<file path="config.mk">
export PLATFORM = sky130hd
export DESIGN_NAME = lpe_error_handler
export DESIGN_NICKNAME = d
export VERILOG_FILES = /design/src/verilog/lpe_error_handler.v
export VERILOG_INCLUDE_DIRS = /design/src /design/src/verilog
export SDC_FILE = /design/constraint.sdc
export NUM_CORES = 1
export LEC_CHECK = 0
export CORE_AREA = 2 2 126 91
export DETAILED_ROUTE_END_ITERATION = 16
export DIE_AREA = 0 0 128 93
export DONT_BUFFER_PORTS = 1
export GPL_TIMING_DRIVEN = 0
export PLACE_DENSITY = 0.65
export SYNTH_ARGS = -nofsm -noshare
export SYNTH_HDL_FRONTEND = slang
export SYNTH_SLANG_ARGS = --single-unit
</file>
<file path="constraint.sdc">
create_clock -name MCLK -period 4.1 [get_ports MCLK]
set_clock_uncertainty 0.2 [all_clocks]
set_input_delay 0.615 -clock MCLK [delete_from_list [all_inputs] [get_ports MCLK]]
set_output_delay 0.615 -clock MCLK [all_outputs]
set_load 0.03 [all_outputs]
</file>
<file path="src/verilog/lpe_map.vh">
// Register map, field positions and line codes of the link protocol error handler
`ifndef LPE_MAP_VH
`define LPE_MAP_VH

// Register byte addresses
`define LPE_ADDR_STATUS    5'h00
`define LPE_ADDR_MASK      5'h04
`define LPE_ADDR_CTRL      5'h08
`define LPE_ADDR_REPORT    5'h0C
`define LPE_ADDR_LINE      5'h10

// Status and mask bit positions
`define LPE_BIT_SYNC       0
`define LPE_BIT_END        1
`define LPE_BIT_ESC        2
`define LPE_BIT_LPB        3
`define LPE_BIT_FALSE      4
`define LPE_NUM_ERR        5

// Control register
`define LPE_CTRL_ENABLE    0
`define LPE_CTRL_RESET     32'h0000_0001

// Error report field inside the acknowledge word
`define LPE_RPT_SYNC       1
`define LPE_RPT_END        2
`define LPE_RPT_ESC        3
`define LPE_RPT_LPB        4
`define LPE_RPT_FALSE      5
`define LPE_DT_ACK_ERR     8'h02

// High-speed leader byte and the bit errors it tolerates
`define LPE_HS_LEADER      8'hB8
`define LPE_HS_TOLERANCE   4'h1

// Low-power line states {DP, DN}
`define LPE_LS_STOP        2'b11
`define LPE_LS_ONE_ZERO    2'b10
`define LPE_LS_ZERO_ONE    2'b01
`define LPE_LS_ZERO        2'b00

// Escape entry commands
`define LPE_CMD_LPDT       8'hE1
`define LPE_CMD_ULPS       8'h1E
`define LPE_CMD_TRIG_A     8'h62
`define LPE_CMD_TRIG_B     8'h5D
`define LPE_CMD_TRIG_C     8'h21
`define LPE_CMD_TRIG_D     8'hA0

// AXI responses
`define LPE_RESP_OKAY      2'b00
`define LPE_RESP_SLVERR    2'b10

`endif
</file>
<file path="src/verilog/lpe_error_handler.v">
// Receive-side low-level protocol error detection, storage and reporting
`timescale 1ns/1ps
`include "lpe_map.vh"

// Notes on behaviour
// - A corrupt high-speed leader raises start_sync_fault, captured in status.
// - Bytes of a burst with a corrupt leader are withheld.
// - Acknowledge after start_sync_fault carries data type 02h with its bit set.
// - After start_sync_fault no command is acted on and writes stay disabled.
// - A burst ending off a byte boundary raises end_boundary_fault.
// - Acknowledge after end_boundary_fault carries its bit in the report bytes.
// - On end_boundary_fault the burst is discarded where still possible.
// - An unrecognised escape entry command raises escape_entry_fault.
// - Both ends detect bad escape entries; only the peripheral reports them.
// - After escape_entry_fault hold until Stop, then return to low-power receive.
// - Ignore the escape transmission; set escape_entry_fault once back in receive.
// - Low-power data ending off a byte boundary raises lowpower_boundary_fault.
// - Both ends detect low-power boundary faults; only the peripheral reports.
// - After that fault return to receive until Stop, discard, set its bit.
// - A request state followed directly by Stop raises spurious_control_fault.
// - On that fault ignore the request, wait for Stop, set its bit.
// - Every detected error is kept as a stored status bit.
// - A unidirectional peripheral does not report errors.
module lpe_error_handler #(
  parameter BIDIR = 1
) (
  input  wire        MCLK,
  input  wire        RESET,
  input  wire        LINK_CLK,
  input  wire        HS_ACTIVE,
  input  wire        HS_DATA,
  input  wire        LP_DP,
  input  wire        LP_DN,
  input  wire        ACK_REQUEST,
  output reg  [7:0]  RX_BYTE,
  output reg         RX_BYTE_VALID,
  output reg         RX_WRITE_EN,
  output reg         RX_DISCARD,
  output reg         ACK_VALID,
  output reg  [23:0] ACK_WORD,
  output reg  [2:0]  LP_STATE,
  output reg         IRQ,
  input  wire [4:0]  S_AXI_AWADDR,
  input  wire        S_AXI_AWVALID,
  output reg         S_AXI_AWREADY,
  input  wire [31:0] S_AXI_WDATA,
  input  wire [3:0]  S_AXI_WSTRB,
  input  wire        S_AXI_WVALID,
  output reg         S_AXI_WREADY,
  output reg  [1:0]  S_AXI_BRESP,
  output reg         S_AXI_BVALID,
  input  wire        S_AXI_BREADY,
  input  wire [4:0]  S_AXI_ARADDR,
  input  wire        S_AXI_ARVALID,
  output reg         S_AXI_ARREADY,
  output reg  [31:0] S_AXI_RDATA,
  output reg  [1:0]  S_AXI_RRESP,
  output reg         S_AXI_RVALID,
  input  wire        S_AXI_RREADY
);

  localparam ST_STOP   = 3'd0;
  localparam ST_REQ10  = 3'd1;
  localparam ST_REQ01  = 3'd2;
  localparam ST_ESC1   = 3'd3;
  localparam ST_ESC2   = 3'd4;
  localparam ST_CMD    = 3'd5;
  localparam ST_LPDT   = 3'd6;
  localparam ST_HOLD   = 3'd7;

  // Two-stage synchronisers; only the second stage is read
  reg  [4:0] sync_a;
  reg  [4:0] sync_b;
  reg        clk_prev;
  reg        act_prev;
  reg  [1:0] ls_prev;

  wire       link_clk_s = sync_b[0];
  wire       hs_act_s   = sync_b[1];
  wire       hs_data_s  = sync_b[2];
  wire [1:0] line_s     = sync_b[4:3];
  wire       link_rise  = link_clk_s & ~clk_prev;
  wire       ls_change  = line_s != ls_prev;

  reg  [31:0] status;
  reg  [31:0] mask;
  reg  [31:0] ctrl;
  wire        enable = ctrl[`LPE_CTRL_ENABLE];

  reg  [2:0] hs_cnt;
  reg  [7:0] hs_shift;
  reg        hs_lead;
  reg        hs_bad;
  reg        ev_sync;
  reg        ev_end;

  reg  [2:0] lp_cnt;
  reg  [7:0] lp_shift;
  reg        esc_pend;
  reg        ev_esc;
  reg        ev_lpb;
  reg        ev_false;
  reg  [2:0] next_lp_state;

  always @(posedge MCLK)
  begin
    if (RESET)
    begin
      sync_a   <= 5'h18;
      sync_b   <= 5'h18;
      clk_prev <= 1'b0;
      act_prev <= 1'b0;
      ls_prev  <= `LPE_LS_STOP;
    end
    else
    begin
      sync_a   <= {LP_DP, LP_DN, HS_DATA, HS_ACTIVE, LINK_CLK};
      sync_b   <= sync_a;
      clk_prev <= link_clk_s;
      act_prev <= hs_act_s;
      ls_prev  <= line_s;
    end
  end

  // Distance of the received leader from the expected pattern
  wire [7:0] lead_in  = {hs_data_s, hs_shift[7:1]};
  wire [7:0] lead_err = lead_in ^ `LPE_HS_LEADER;
  reg  [3:0] lead_dist;
  integer    i;
  always @*
  begin
    lead_dist = 4'h0;
    for (i = 0; i < 8; i = i + 1)
      lead_dist = lead_dist + {3'h0, lead_err[i]};
  end

  // High-speed receiver: bits enter LSB first on link clock rising edges
  always @(posedge MCLK)
  begin
    if (RESET)
    begin
      hs_cnt        <= 3'h0;
      hs_shift      <= 8'h00;
      hs_lead       <= 1'b0;
      hs_bad        <= 1'b0;
      ev_sync       <= 1'b0;
      ev_end        <= 1'b0;
      RX_BYTE       <= 8'h00;
      RX_BYTE_VALID <= 1'b0;
      RX_WRITE_EN   <= 1'b0;
    end
    else
    begin
      ev_sync       <= 1'b0;
      ev_end        <= 1'b0;
      RX_BYTE_VALID <= 1'b0;
      if (hs_act_s & ~act_prev)
      begin
        hs_cnt  <= 3'h0;
        hs_lead <= 1'b1;
        hs_bad  <= 1'b0;
      end
      else if (hs_act_s & link_rise)
      begin
        hs_shift <= lead_in;
        hs_cnt   <= hs_cnt + 3'h1;
        if (hs_cnt == 3'h7)
        begin
          if (hs_lead)
          begin
            hs_lead <= 1'b0;
            if (lead_dist > `LPE_HS_TOLERANCE)
            begin
              hs_bad  <= 1'b1;
              ev_sync <= enable;
            end
            else
              RX_WRITE_EN <= 1'b1;
          end
          else if (!hs_bad)
          begin
            RX_BYTE       <= lead_in;
            RX_BYTE_VALID <= 1'b1;
          end
        end
      end
      else if (~hs_act_s & act_prev)
      begin
        RX_WRITE_EN <= 1'b0;
        if (hs_cnt != 3'h0 && !hs_lead)
          ev_end <= enable;
      end
    end
  end

  // Low-power receive control; bits are spaced-one coded after each zero state
  always @*
  begin
    next_lp_state = LP_STATE;
    case (LP_STATE)
      ST_STOP:
        if (line_s == `LPE_LS_ONE_ZERO)
          next_lp_state = ST_REQ10;
        else if (line_s == `LPE_LS_ZERO_ONE)
          next_lp_state = ST_REQ01;
      ST_REQ10:
        if (line_s == `LPE_LS_STOP)
          next_lp_state = ST_STOP;
        else if (line_s == `LPE_LS_ZERO)
          next_lp_state = ST_ESC1;
        else if (line_s == `LPE_LS_ZERO_ONE)
          next_lp_state = ST_HOLD;
      ST_REQ01:
        if (line_s == `LPE_LS_STOP)
          next_lp_state = ST_STOP;
        else if (line_s != `LPE_LS_ZERO_ONE)
          next_lp_state = ST_HOLD;
      ST_ESC1:
        if (line_s == `LPE_LS_ZERO_ONE)
          next_lp_state = ST_ESC2;
        else if (line_s != `LPE_LS_ZERO)
          next_lp_state = ST_HOLD;
      ST_ESC2:
        if (line_s == `LPE_LS_ZERO)
          next_lp_state = ST_CMD;
        else if (line_s != `LPE_LS_ZERO_ONE)
          next_lp_state = ST_HOLD;
      ST_CMD:
        if (line_s == `LPE_LS_STOP)
          next_lp_state = ST_STOP;
        else if (ls_change && ls_prev == `LPE_LS_ZERO && lp_cnt == 3'h7)
          next_lp_state = ({line_s[1], lp_shift[7:1]} == `LPE_CMD_LPDT) ? ST_LPDT : ST_HOLD;
      ST_LPDT:
        if (line_s == `LPE_LS_STOP)
          next_lp_state = ST_STOP;
      ST_HOLD:
        if (line_s == `LPE_LS_STOP)
          next_lp_state = ST_STOP;
      default:
        next_lp_state = ST_STOP;
    endcase
  end

  wire [7:0] cmd_in = {line_s[1], lp_shift[7:1]};
  wire       cmd_known = cmd_in == `LPE_CMD_LPDT || cmd_in == `LPE_CMD_ULPS ||
                         cmd_in == `LPE_CMD_TRIG_A || cmd_in == `LPE_CMD_TRIG_B ||
                         cmd_in == `LPE_CMD_TRIG_C || cmd_in == `LPE_CMD_TRIG_D;
  wire       lp_bit = ls_change && ls_prev == `LPE_LS_ZERO && line_s != `LPE_LS_STOP &&
                      line_s != `LPE_LS_ZERO;

  always @(posedge MCLK)
  begin
    if (RESET)
    begin
      LP_STATE <= ST_STOP;
      lp_cnt   <= 3'h0;
      lp_shift <= 8'h00;
      esc_pend <= 1'b0;
      ev_esc   <= 1'b0;
      ev_lpb   <= 1'b0;
      ev_false <= 1'b0;
    end
    else
    begin
      LP_STATE <= next_lp_state;
      ev_esc   <= 1'b0;
      ev_lpb   <= 1'b0;
      ev_false <= 1'b0;
      if (LP_STATE == ST_ESC2)
        lp_cnt <= 3'h0;
      else if (lp_bit && (LP_STATE == ST_CMD || LP_STATE == ST_LPDT))
      begin
        lp_shift <= cmd_in;
        lp_cnt   <= lp_cnt + 3'h1;
        // An unknown entry command is held until Stop; a truncated one is flagged at Stop
        if (LP_STATE == ST_CMD && lp_cnt == 3'h7 && !cmd_known)
          esc_pend <= 1'b1;
      end
      if ((LP_STATE == ST_REQ10 || LP_STATE == ST_REQ01) && line_s == `LPE_LS_STOP)
        ev_false <= enable;
      if (LP_STATE == ST_CMD && line_s == `LPE_LS_STOP)
        ev_esc <= enable;
      if (LP_STATE == ST_HOLD && line_s == `LPE_LS_STOP && esc_pend)
      begin
        esc_pend <= 1'b0;
        ev_esc   <= enable;
      end
      if (LP_STATE == ST_LPDT && line_s == `LPE_LS_STOP && lp_cnt != 3'h0)
        ev_lpb <= enable;
    end
  end

  // Sticky status, mask and interrupt
  reg         aw_hold;
  reg         w_hold;
  reg  [4:0]  aw_addr;
  reg  [31:0] w_data;
  reg  [3:0]  w_strb;
  wire [31:0] events = {27'h0, ev_false, ev_lpb, ev_esc, ev_end, ev_sync};
  wire        wr_fire = aw_hold & w_hold & ~S_AXI_BVALID;
  wire [31:0] err_mask = (32'h1 << `LPE_NUM_ERR) - 32'h1;
  wire [31:0] w_lanes = {{8{w_strb[3]}}, {8{w_strb[2]}}, {8{w_strb[1]}}, {8{w_strb[0]}}};
  wire [31:0] w_eff = w_data & w_lanes;

  always @(posedge MCLK)
  begin
    if (RESET)
    begin
      status <= 32'h0;
      mask   <= 32'h0;
      ctrl   <= `LPE_CTRL_RESET;
      IRQ    <= 1'b0;
    end
    else
    begin
      // A new event wins over a clear in the same cycle
      if (wr_fire && aw_addr == `LPE_ADDR_STATUS)
        status <= ((status & ~w_eff) | events) & err_mask;
      else
        status <= (status | events) & err_mask;
      if (wr_fire && aw_addr == `LPE_ADDR_MASK)
        mask <= ((mask & ~w_lanes) | w_eff) & err_mask;
      if (wr_fire && aw_addr == `LPE_ADDR_CTRL)
        ctrl <= ((ctrl & ~w_lanes) | w_eff) & `LPE_CTRL_RESET;
      IRQ <= |(status & mask);
    end
  end

  // Error report bytes; a unidirectional peripheral never answers
  wire [15:0] report = (16'h1 << `LPE_RPT_SYNC)  & {16{status[`LPE_BIT_SYNC]}}
                     | (16'h1 << `LPE_RPT_END)   & {16{status[`LPE_BIT_END]}}
                     | (16'h1 << `LPE_RPT_ESC)   & {16{status[`LPE_BIT_ESC]}}
                     | (16'h1 << `LPE_RPT_LPB)   & {16{status[`LPE_BIT_LPB]}}
                     | (16'h1 << `LPE_RPT_FALSE) & {16{status[`LPE_BIT_FALSE]}};

  always @(posedge MCLK)
  begin
    if (RESET)
    begin
      ACK_VALID  <= 1'b0;
      ACK_WORD   <= 24'h0;
      RX_DISCARD <= 1'b0;
    end
    else
    begin
      ACK_VALID  <= ACK_REQUEST & (BIDIR != 0);
      if (ACK_REQUEST)
        ACK_WORD <= {report, `LPE_DT_ACK_ERR};
      RX_DISCARD <= ev_sync | ev_end | ev_lpb | ev_esc;
    end
  end

  // AXI4-Lite slave; address and data may arrive in either order
  always @(posedge MCLK)
  begin
    if (RESET)
    begin
      S_AXI_AWREADY <= 1'b1;
      S_AXI_WREADY  <= 1'b1;
      S_AXI_BVALID  <= 1'b0;
      S_AXI_BRESP   <= `LPE_RESP_OKAY;
      aw_hold       <= 1'b0;
      w_hold        <= 1'b0;
      aw_addr       <= 5'h0;
      w_data        <= 32'h0;
      w_strb        <= 4'h0;
    end
    else
    begin
      if (S_AXI_AWVALID && S_AXI_AWREADY)
      begin
        aw_hold       <= 1'b1;
        aw_addr       <= {S_AXI_AWADDR[4:2], 2'b00};
        S_AXI_AWREADY <= 1'b0;
      end
      if (S_AXI_WVALID && S_AXI_WREADY)
      begin
        w_hold       <= 1'b1;
        w_data       <= S_AXI_WDATA;
        w_strb       <= S_AXI_WSTRB;
        S_AXI_WREADY <= 1'b0;
      end
      if (wr_fire)
      begin
        aw_hold      <= 1'b0;
        w_hold       <= 1'b0;
        S_AXI_BVALID <= 1'b1;
        S_AXI_BRESP  <= (aw_addr == `LPE_ADDR_STATUS || aw_addr == `LPE_ADDR_MASK ||
                         aw_addr == `LPE_ADDR_CTRL) ? `LPE_RESP_OKAY : `LPE_RESP_SLVERR;
      end
      if (S_AXI_BVALID && S_AXI_BREADY)
      begin
        S_AXI_BVALID  <= 1'b0;
        S_AXI_AWREADY <= 1'b1;
        S_AXI_WREADY  <= 1'b1;
      end
    end
  end

  always @(posedge MCLK)
  begin
    if (RESET)
    begin
      S_AXI_ARREADY <= 1'b1;
      S_AXI_RVALID  <= 1'b0;
      S_AXI_RDATA   <= 32'h0;
      S_AXI_RRESP   <= `LPE_RESP_OKAY;
    end
    else if (S_AXI_ARVALID && S_AXI_ARREADY)
    begin
      S_AXI_ARREADY <= 1'b0;
      S_AXI_RVALID  <= 1'b1;
      S_AXI_RRESP   <= `LPE_RESP_OKAY;
      case ({S_AXI_ARADDR[4:2], 2'b00})
        `LPE_ADDR_STATUS: S_AXI_RDATA <= status;
        `LPE_ADDR_MASK:   S_AXI_RDATA <= mask;
        `LPE_ADDR_CTRL:   S_AXI_RDATA <= ctrl;
        `LPE_ADDR_REPORT: S_AXI_RDATA <= {8'h00, report, `LPE_DT_ACK_ERR};
        `LPE_ADDR_LINE:   S_AXI_RDATA <= {24'h0, RX_WRITE_EN, hs_bad, hs_act_s, LP_STATE, line_s};
        default:
        begin
          S_AXI_RDATA <= 32'h0;
          S_AXI_RRESP <= `LPE_RESP_SLVERR;
        end
      endcase
    end
    else if (S_AXI_RVALID && S_AXI_RREADY)
    begin
      S_AXI_RVALID  <= 1'b0;
      S_AXI_ARREADY <= 1'b1;
    end
  end

endmodule // lpe_error_handler

</file>
Word level (Yosys, flattened, before mapping)
Cells that the tools add are included.

cells by class
  equal/unequal tests = 35
  multiplexer cells = 34
  add/subtract/negate cells = 9
  bitwise gates (word level) = 40
  reductions and logical operators = 66
  order comparisons = 1

operator list
  kind                                                              number
  14-bit case mux with 5 select lines                               1
  3-bit 2-to-1 mux                                                  13
  32-bit OR reduction                                               1
  1-bit logical AND                                                 22
  3-bit == test (second input constant)                             7
  3-bit case mux with 7 select lines                                1
  5-bit bitwise AND                                                 4
  4-bit by 1-bit adder with 4-bit output                            4
  8-bit by 7-bit == test with 1-bit output (second input constant)  2
  8-bit == test (second input constant)                             2
  1-bit 2-to-1 mux                                                  16
  2-bit OR reduction                                                8
  3-bit by 2-bit == test with 1-bit output (second input constant)  5
  1-bit inverter                                                    15
  5-bit bitwise OR                                                  3
  5-bit AND reduction                                               3
  5-bit OR reduction                                                3
  5-bit inverter                                                    2
  2-bit nonzero test                                                5
  3-bit by 1-bit == test with 1-bit output (second input constant)  3
  1-bit logical OR                                                  9
  3-bit inequality test (second input constant)                     3
  8-bit by 5-bit == test with 1-bit output (second input constant)  1
  8-bit by 6-bit == test with 1-bit output (second input constant)  1
  other kinds (29)                                                  51

word-level totals
  output and inout port bits = 81
  flip-flop bits (word level) = 140
  logic and storage cells = 226

Logic depth before layout (Yosys ltp)
  depth after elaboration = 12
  mapped depth = 10
  gate-level depth less buffers = 10

Worst setup path after synthesis
OpenSTA, ideal clock, no wires.

  path kind = register -> register
  start = reg hs_shift[1]
  end = reg hs_bad
  data arrival time = 3070 ps
  path slack = 760 ps
  required time = 3830 ps
  buffers on the path = 0
  stages on the path, launching flop included = 10
  period minus slack after synthesis = 3340 ps
  path through = dfxtp_1 -> fa_1 -> fa_1 -> fa_1 -> ha_1 -> inv_1 -> fa_1 -> mux2_2 -> a211o_1 -> a21oi_1

on the way
  cells in the longest elaborated chain, start to end = 9

ends and longest elaborated chain
  element                                                                    line                     RTL
  from (decl)                                                                lpe_error_handler.v:91   reg [7:0] hs_shift;
  from (signal assigned)                                                     lpe_error_handler.v:165  hs_shift <= lead_in;
  1-bit by 1-bit adder with 2-bit output                                     lpe_error_handler.v:134  lead_dist = lead_dist + {3'h0, lead_err[i]};
  2-bit by 1-bit adder with 3-bit output                                     lpe_error_handler.v:134
  3-bit by 1-bit adder with 4-bit output                                     lpe_error_handler.v:134
  4-bit by 1-bit adder with 4-bit output (4 in series)                       lpe_error_handler.v:134
  4-bit by 1-bit greater-than comparator with 1-bit output (no source line)  -
  4-bit AND reduction (no source line)                                       -
  to (signal assigned)                                                       lpe_error_handler.v:145  hs_bad <= 1'b0;
  to (signal assigned)                                                       lpe_error_handler.v:161  hs_bad <= 1'b0;
  to (signal assigned)                                                       lpe_error_handler.v:174  hs_bad <= 1'b1;
  to (decl)                                                                  lpe_error_handler.v:93   reg hs_bad;

No other way between the ends.
A chain may end at the register's enable or synchronous reset.

Worst setup path in the final report
  start = reg hs_shift[7]
  end = reg hs_bad

on the way
  cells in the longest elaborated chain, start to end = 4

ends and longest elaborated chain
  element                                                                    line
  4-bit by 1-bit adder with 4-bit output (2 in series)                       lpe_error_handler.v:134
  4-bit by 1-bit greater-than comparator with 1-bit output (no source line)  -
  4-bit AND reduction (no source line)                                       -

No other way between the ends.

==> reports/metrics.cfg <==
[global_route]
grt_pass1_vias=3389
grt_pass1_wl_mm=17.9
antenna_found_initial=0
grt_usage=0.194
grt-ovfl-total=0
grt_max_degree=17

[finish]
antenna-diode-count=0
final_nets=656
area_growth_pct=13.6
regArea_um2=2120
final_cell_mix=106 x dfxtp_1, 63 x nor2_1, 39 x nand2_1, 39 x buf_4, 39 x conb_1
final_util=0.501
fillers=1016
drive_gt1_frac=0.110
final_common_cell=dfxtp_1
multi_input_area_um2=2240

[sta]
hold_slack_ps=159
drv_slew=0
relSlewSlack=0.534
setup_ws_ps=529
tns_ps=0
min_period_ps=3570
maxClockFrequency_mhz=280
period_share=0.871
rsz0062_at_grt=no
hold_viol_final=0
worst_pin_slew_ps=699
finalSetupViolations=0

[place]
routabilityCongestion=0.919
dp_hpwl_mm=8.40
preCtsSetupSlack_ps=555
io_buffers=0

[detailed_routing]
postRouteAntennaNets=0
vias=3676
route.detailed.drc=0
drt-pass1-iter-count=6
viasPerCell=5.12
wirelength_mm=11.0
wl_per_cell_um=15.4
drt-initial-drc-count=330

[clocking]
cts_setup_buffers=0
cts_tree=yes
clk_pin_slew_worst_paths_ps=70
h-tree-depth=3
cts_buffers=9
clk_latency_ps=350
holdBufCountCts=0
cts_resized=0
cts_sinks=106
cts_buffer_depth=2
clock-root-buffer=clkbuf_16

[power_and_ir_drop]
p_switching_w=0.000697
netSwitchingFraction=0.280
p_per_area_nw_per_um2=463
power_frac_comb=0.151
power.leakage_nw=2.36
pwr-share-seq=0.464
peakVddDrop_mv=0.241
p_int_w=0.00179
p_clk_frac=0.385

[floorplan]
initial_core_util=0.441
die_y_um=93
core_region_area_um2=10700
die_area_um2=11900
rows=32
io_pins=140
die_width_um=128

[worst_hold_path]
hold_path.class=input port to flop
hold_path_depth=1

[synth]
syn_avg_cell_area_um2=8.93
syn_area_um2=4730
synth_seq_cells=106
synthCells=530
synthArstFlopShare=0
synth_edf_count=0
synth_seq_area_share=0.448
synthFlopType=dfxtp_1
yosysWarnings=0
synthDistinctLibCells=53

[job]
cap_violations=0

[critical_path]
crit_path_start_kind=flop
slowest_delay_ps=550
cp_max_fo=4
end_kind=flop
crit_arrival_ps=3650
crit_chain=fa_1 > fa_1 > fa_1 > ha_1 > inv_1 > fa_1 > mux2_2 > a211o_1 > a21oi_1
crit_type=flop to flop
crit_top_cell=fa_1
cp_slowest_cell=fa_1
r2r_cells=9
required_ps=4180

[status]
status=finished clean

## cell families after synthesis
logic type,after synthesis,share of synthesized area
XOR/XNOR,4,0.00740
AND/OR/NAND/NOR,174,0.177
flip-flops,106,0.448
multiplexers,36,0.0767
AO/OA/AOI/OAI,93,0.127
other,1,0.000792
buffers and inverters,98,0.109
adder cells (fa/ha/maj),18,0.0539
## registers in the layout, summed over array words and instances (netlist names), 5 cells and up, named ones only
signal and count:
sync_a 5, lp_shift 7, RX_BYTE 8, w_data 5, ACK_WORD 6, S_AXI_RDATA 13
hs_shift 7, sync_b 5, status 5
## synth_stat cells (14+ instances only)
master    count  area (um2)
ha_1         14         175
clkbuf_1     21        78.8
a22oi_1      14         105
inv_1        31         116
nor2_1       63         236
dfxtp_1     106        2120
a21oi_1      35         175
nor2b_1      14        87.6
nand3_1      14        70.1
nand2_1      39         146
buf_4        39         293
o21ai_0      14        70.1
mux2i_1      34         340
## per-stage QoR
stage / instances / instance area, um2 / power (W)
after global placement: 704 / 5050 / 0.00154
final: 718 / 5380 / 0.00249
after detailed placement: 704 / 5050 / 0.00155
after global routing: 718 / 5380 / 0.00261
after CTS: 718 / 5380 / 0.00250
after floorplan: 568 / 4880 / 0.00147
## worst paths after layout
| path | slack (ps) | endpoint | from |
|---|---|---|---|
| setup / recovery | 530 | hs_bad | hs_shift[7] |
| hold reg to reg | 200 | sync_b[4] | sync_a[4] |
| setup reg to reg | 530 | hs_bad | hs_shift[7] |
| hold / removal | 160 | S_AXI_AWREADY | S_AXI_AWVALID |
## power groups by stage
stage / logic [W] / registers [W] / clock network (W)
after detailed placement: 0.000367 / 0.00118 / 0
after floorplan: 0.000305 / 0.00116 / 0
final: 0.000377 / 0.00116 / 0.000958
after global routing: 0.000424 / 0.00116 / 0.00102
after CTS: 0.000369 / 0.00116 / 0.000977
after global placement: 0.000363 / 0.00118 / 0
## worst max-delay path: cells and delay by family (launching register included)
kind | cells | cell delay (ps)
compound gates | 2 | 470
fa+ha+maj | 5 | 2090
buf+inv | 1 | 50
flops | 1 | 410
mux | 1 | 290
## per-layer routing
| metal | global-route usage | wire length (um) |
|---|---|---|
| met1 | 0.252 | 5080 |
| met2 | 0.305 | 4860 |
| met3 | 0.0727 | 931 |
| met4 | 0.0504 | 162 |
| met5 | 0 | 0 |
## cell type report
| type | instances | share of cell area |
|---|---|---|
| flip-flops and latches | 106 | 0.395 |
| clock inverters | 5 | 0.0195 |
| clock buffers | 9 | 0.0419 |
| multi-input cells | 364 | 0.416 |
| inverters | 31 | 0.0216 |
| well taps | 136 | 0.0316 |
| plain buffers | 67 | 0.0747 |
(Power assumes the default switching activity.)
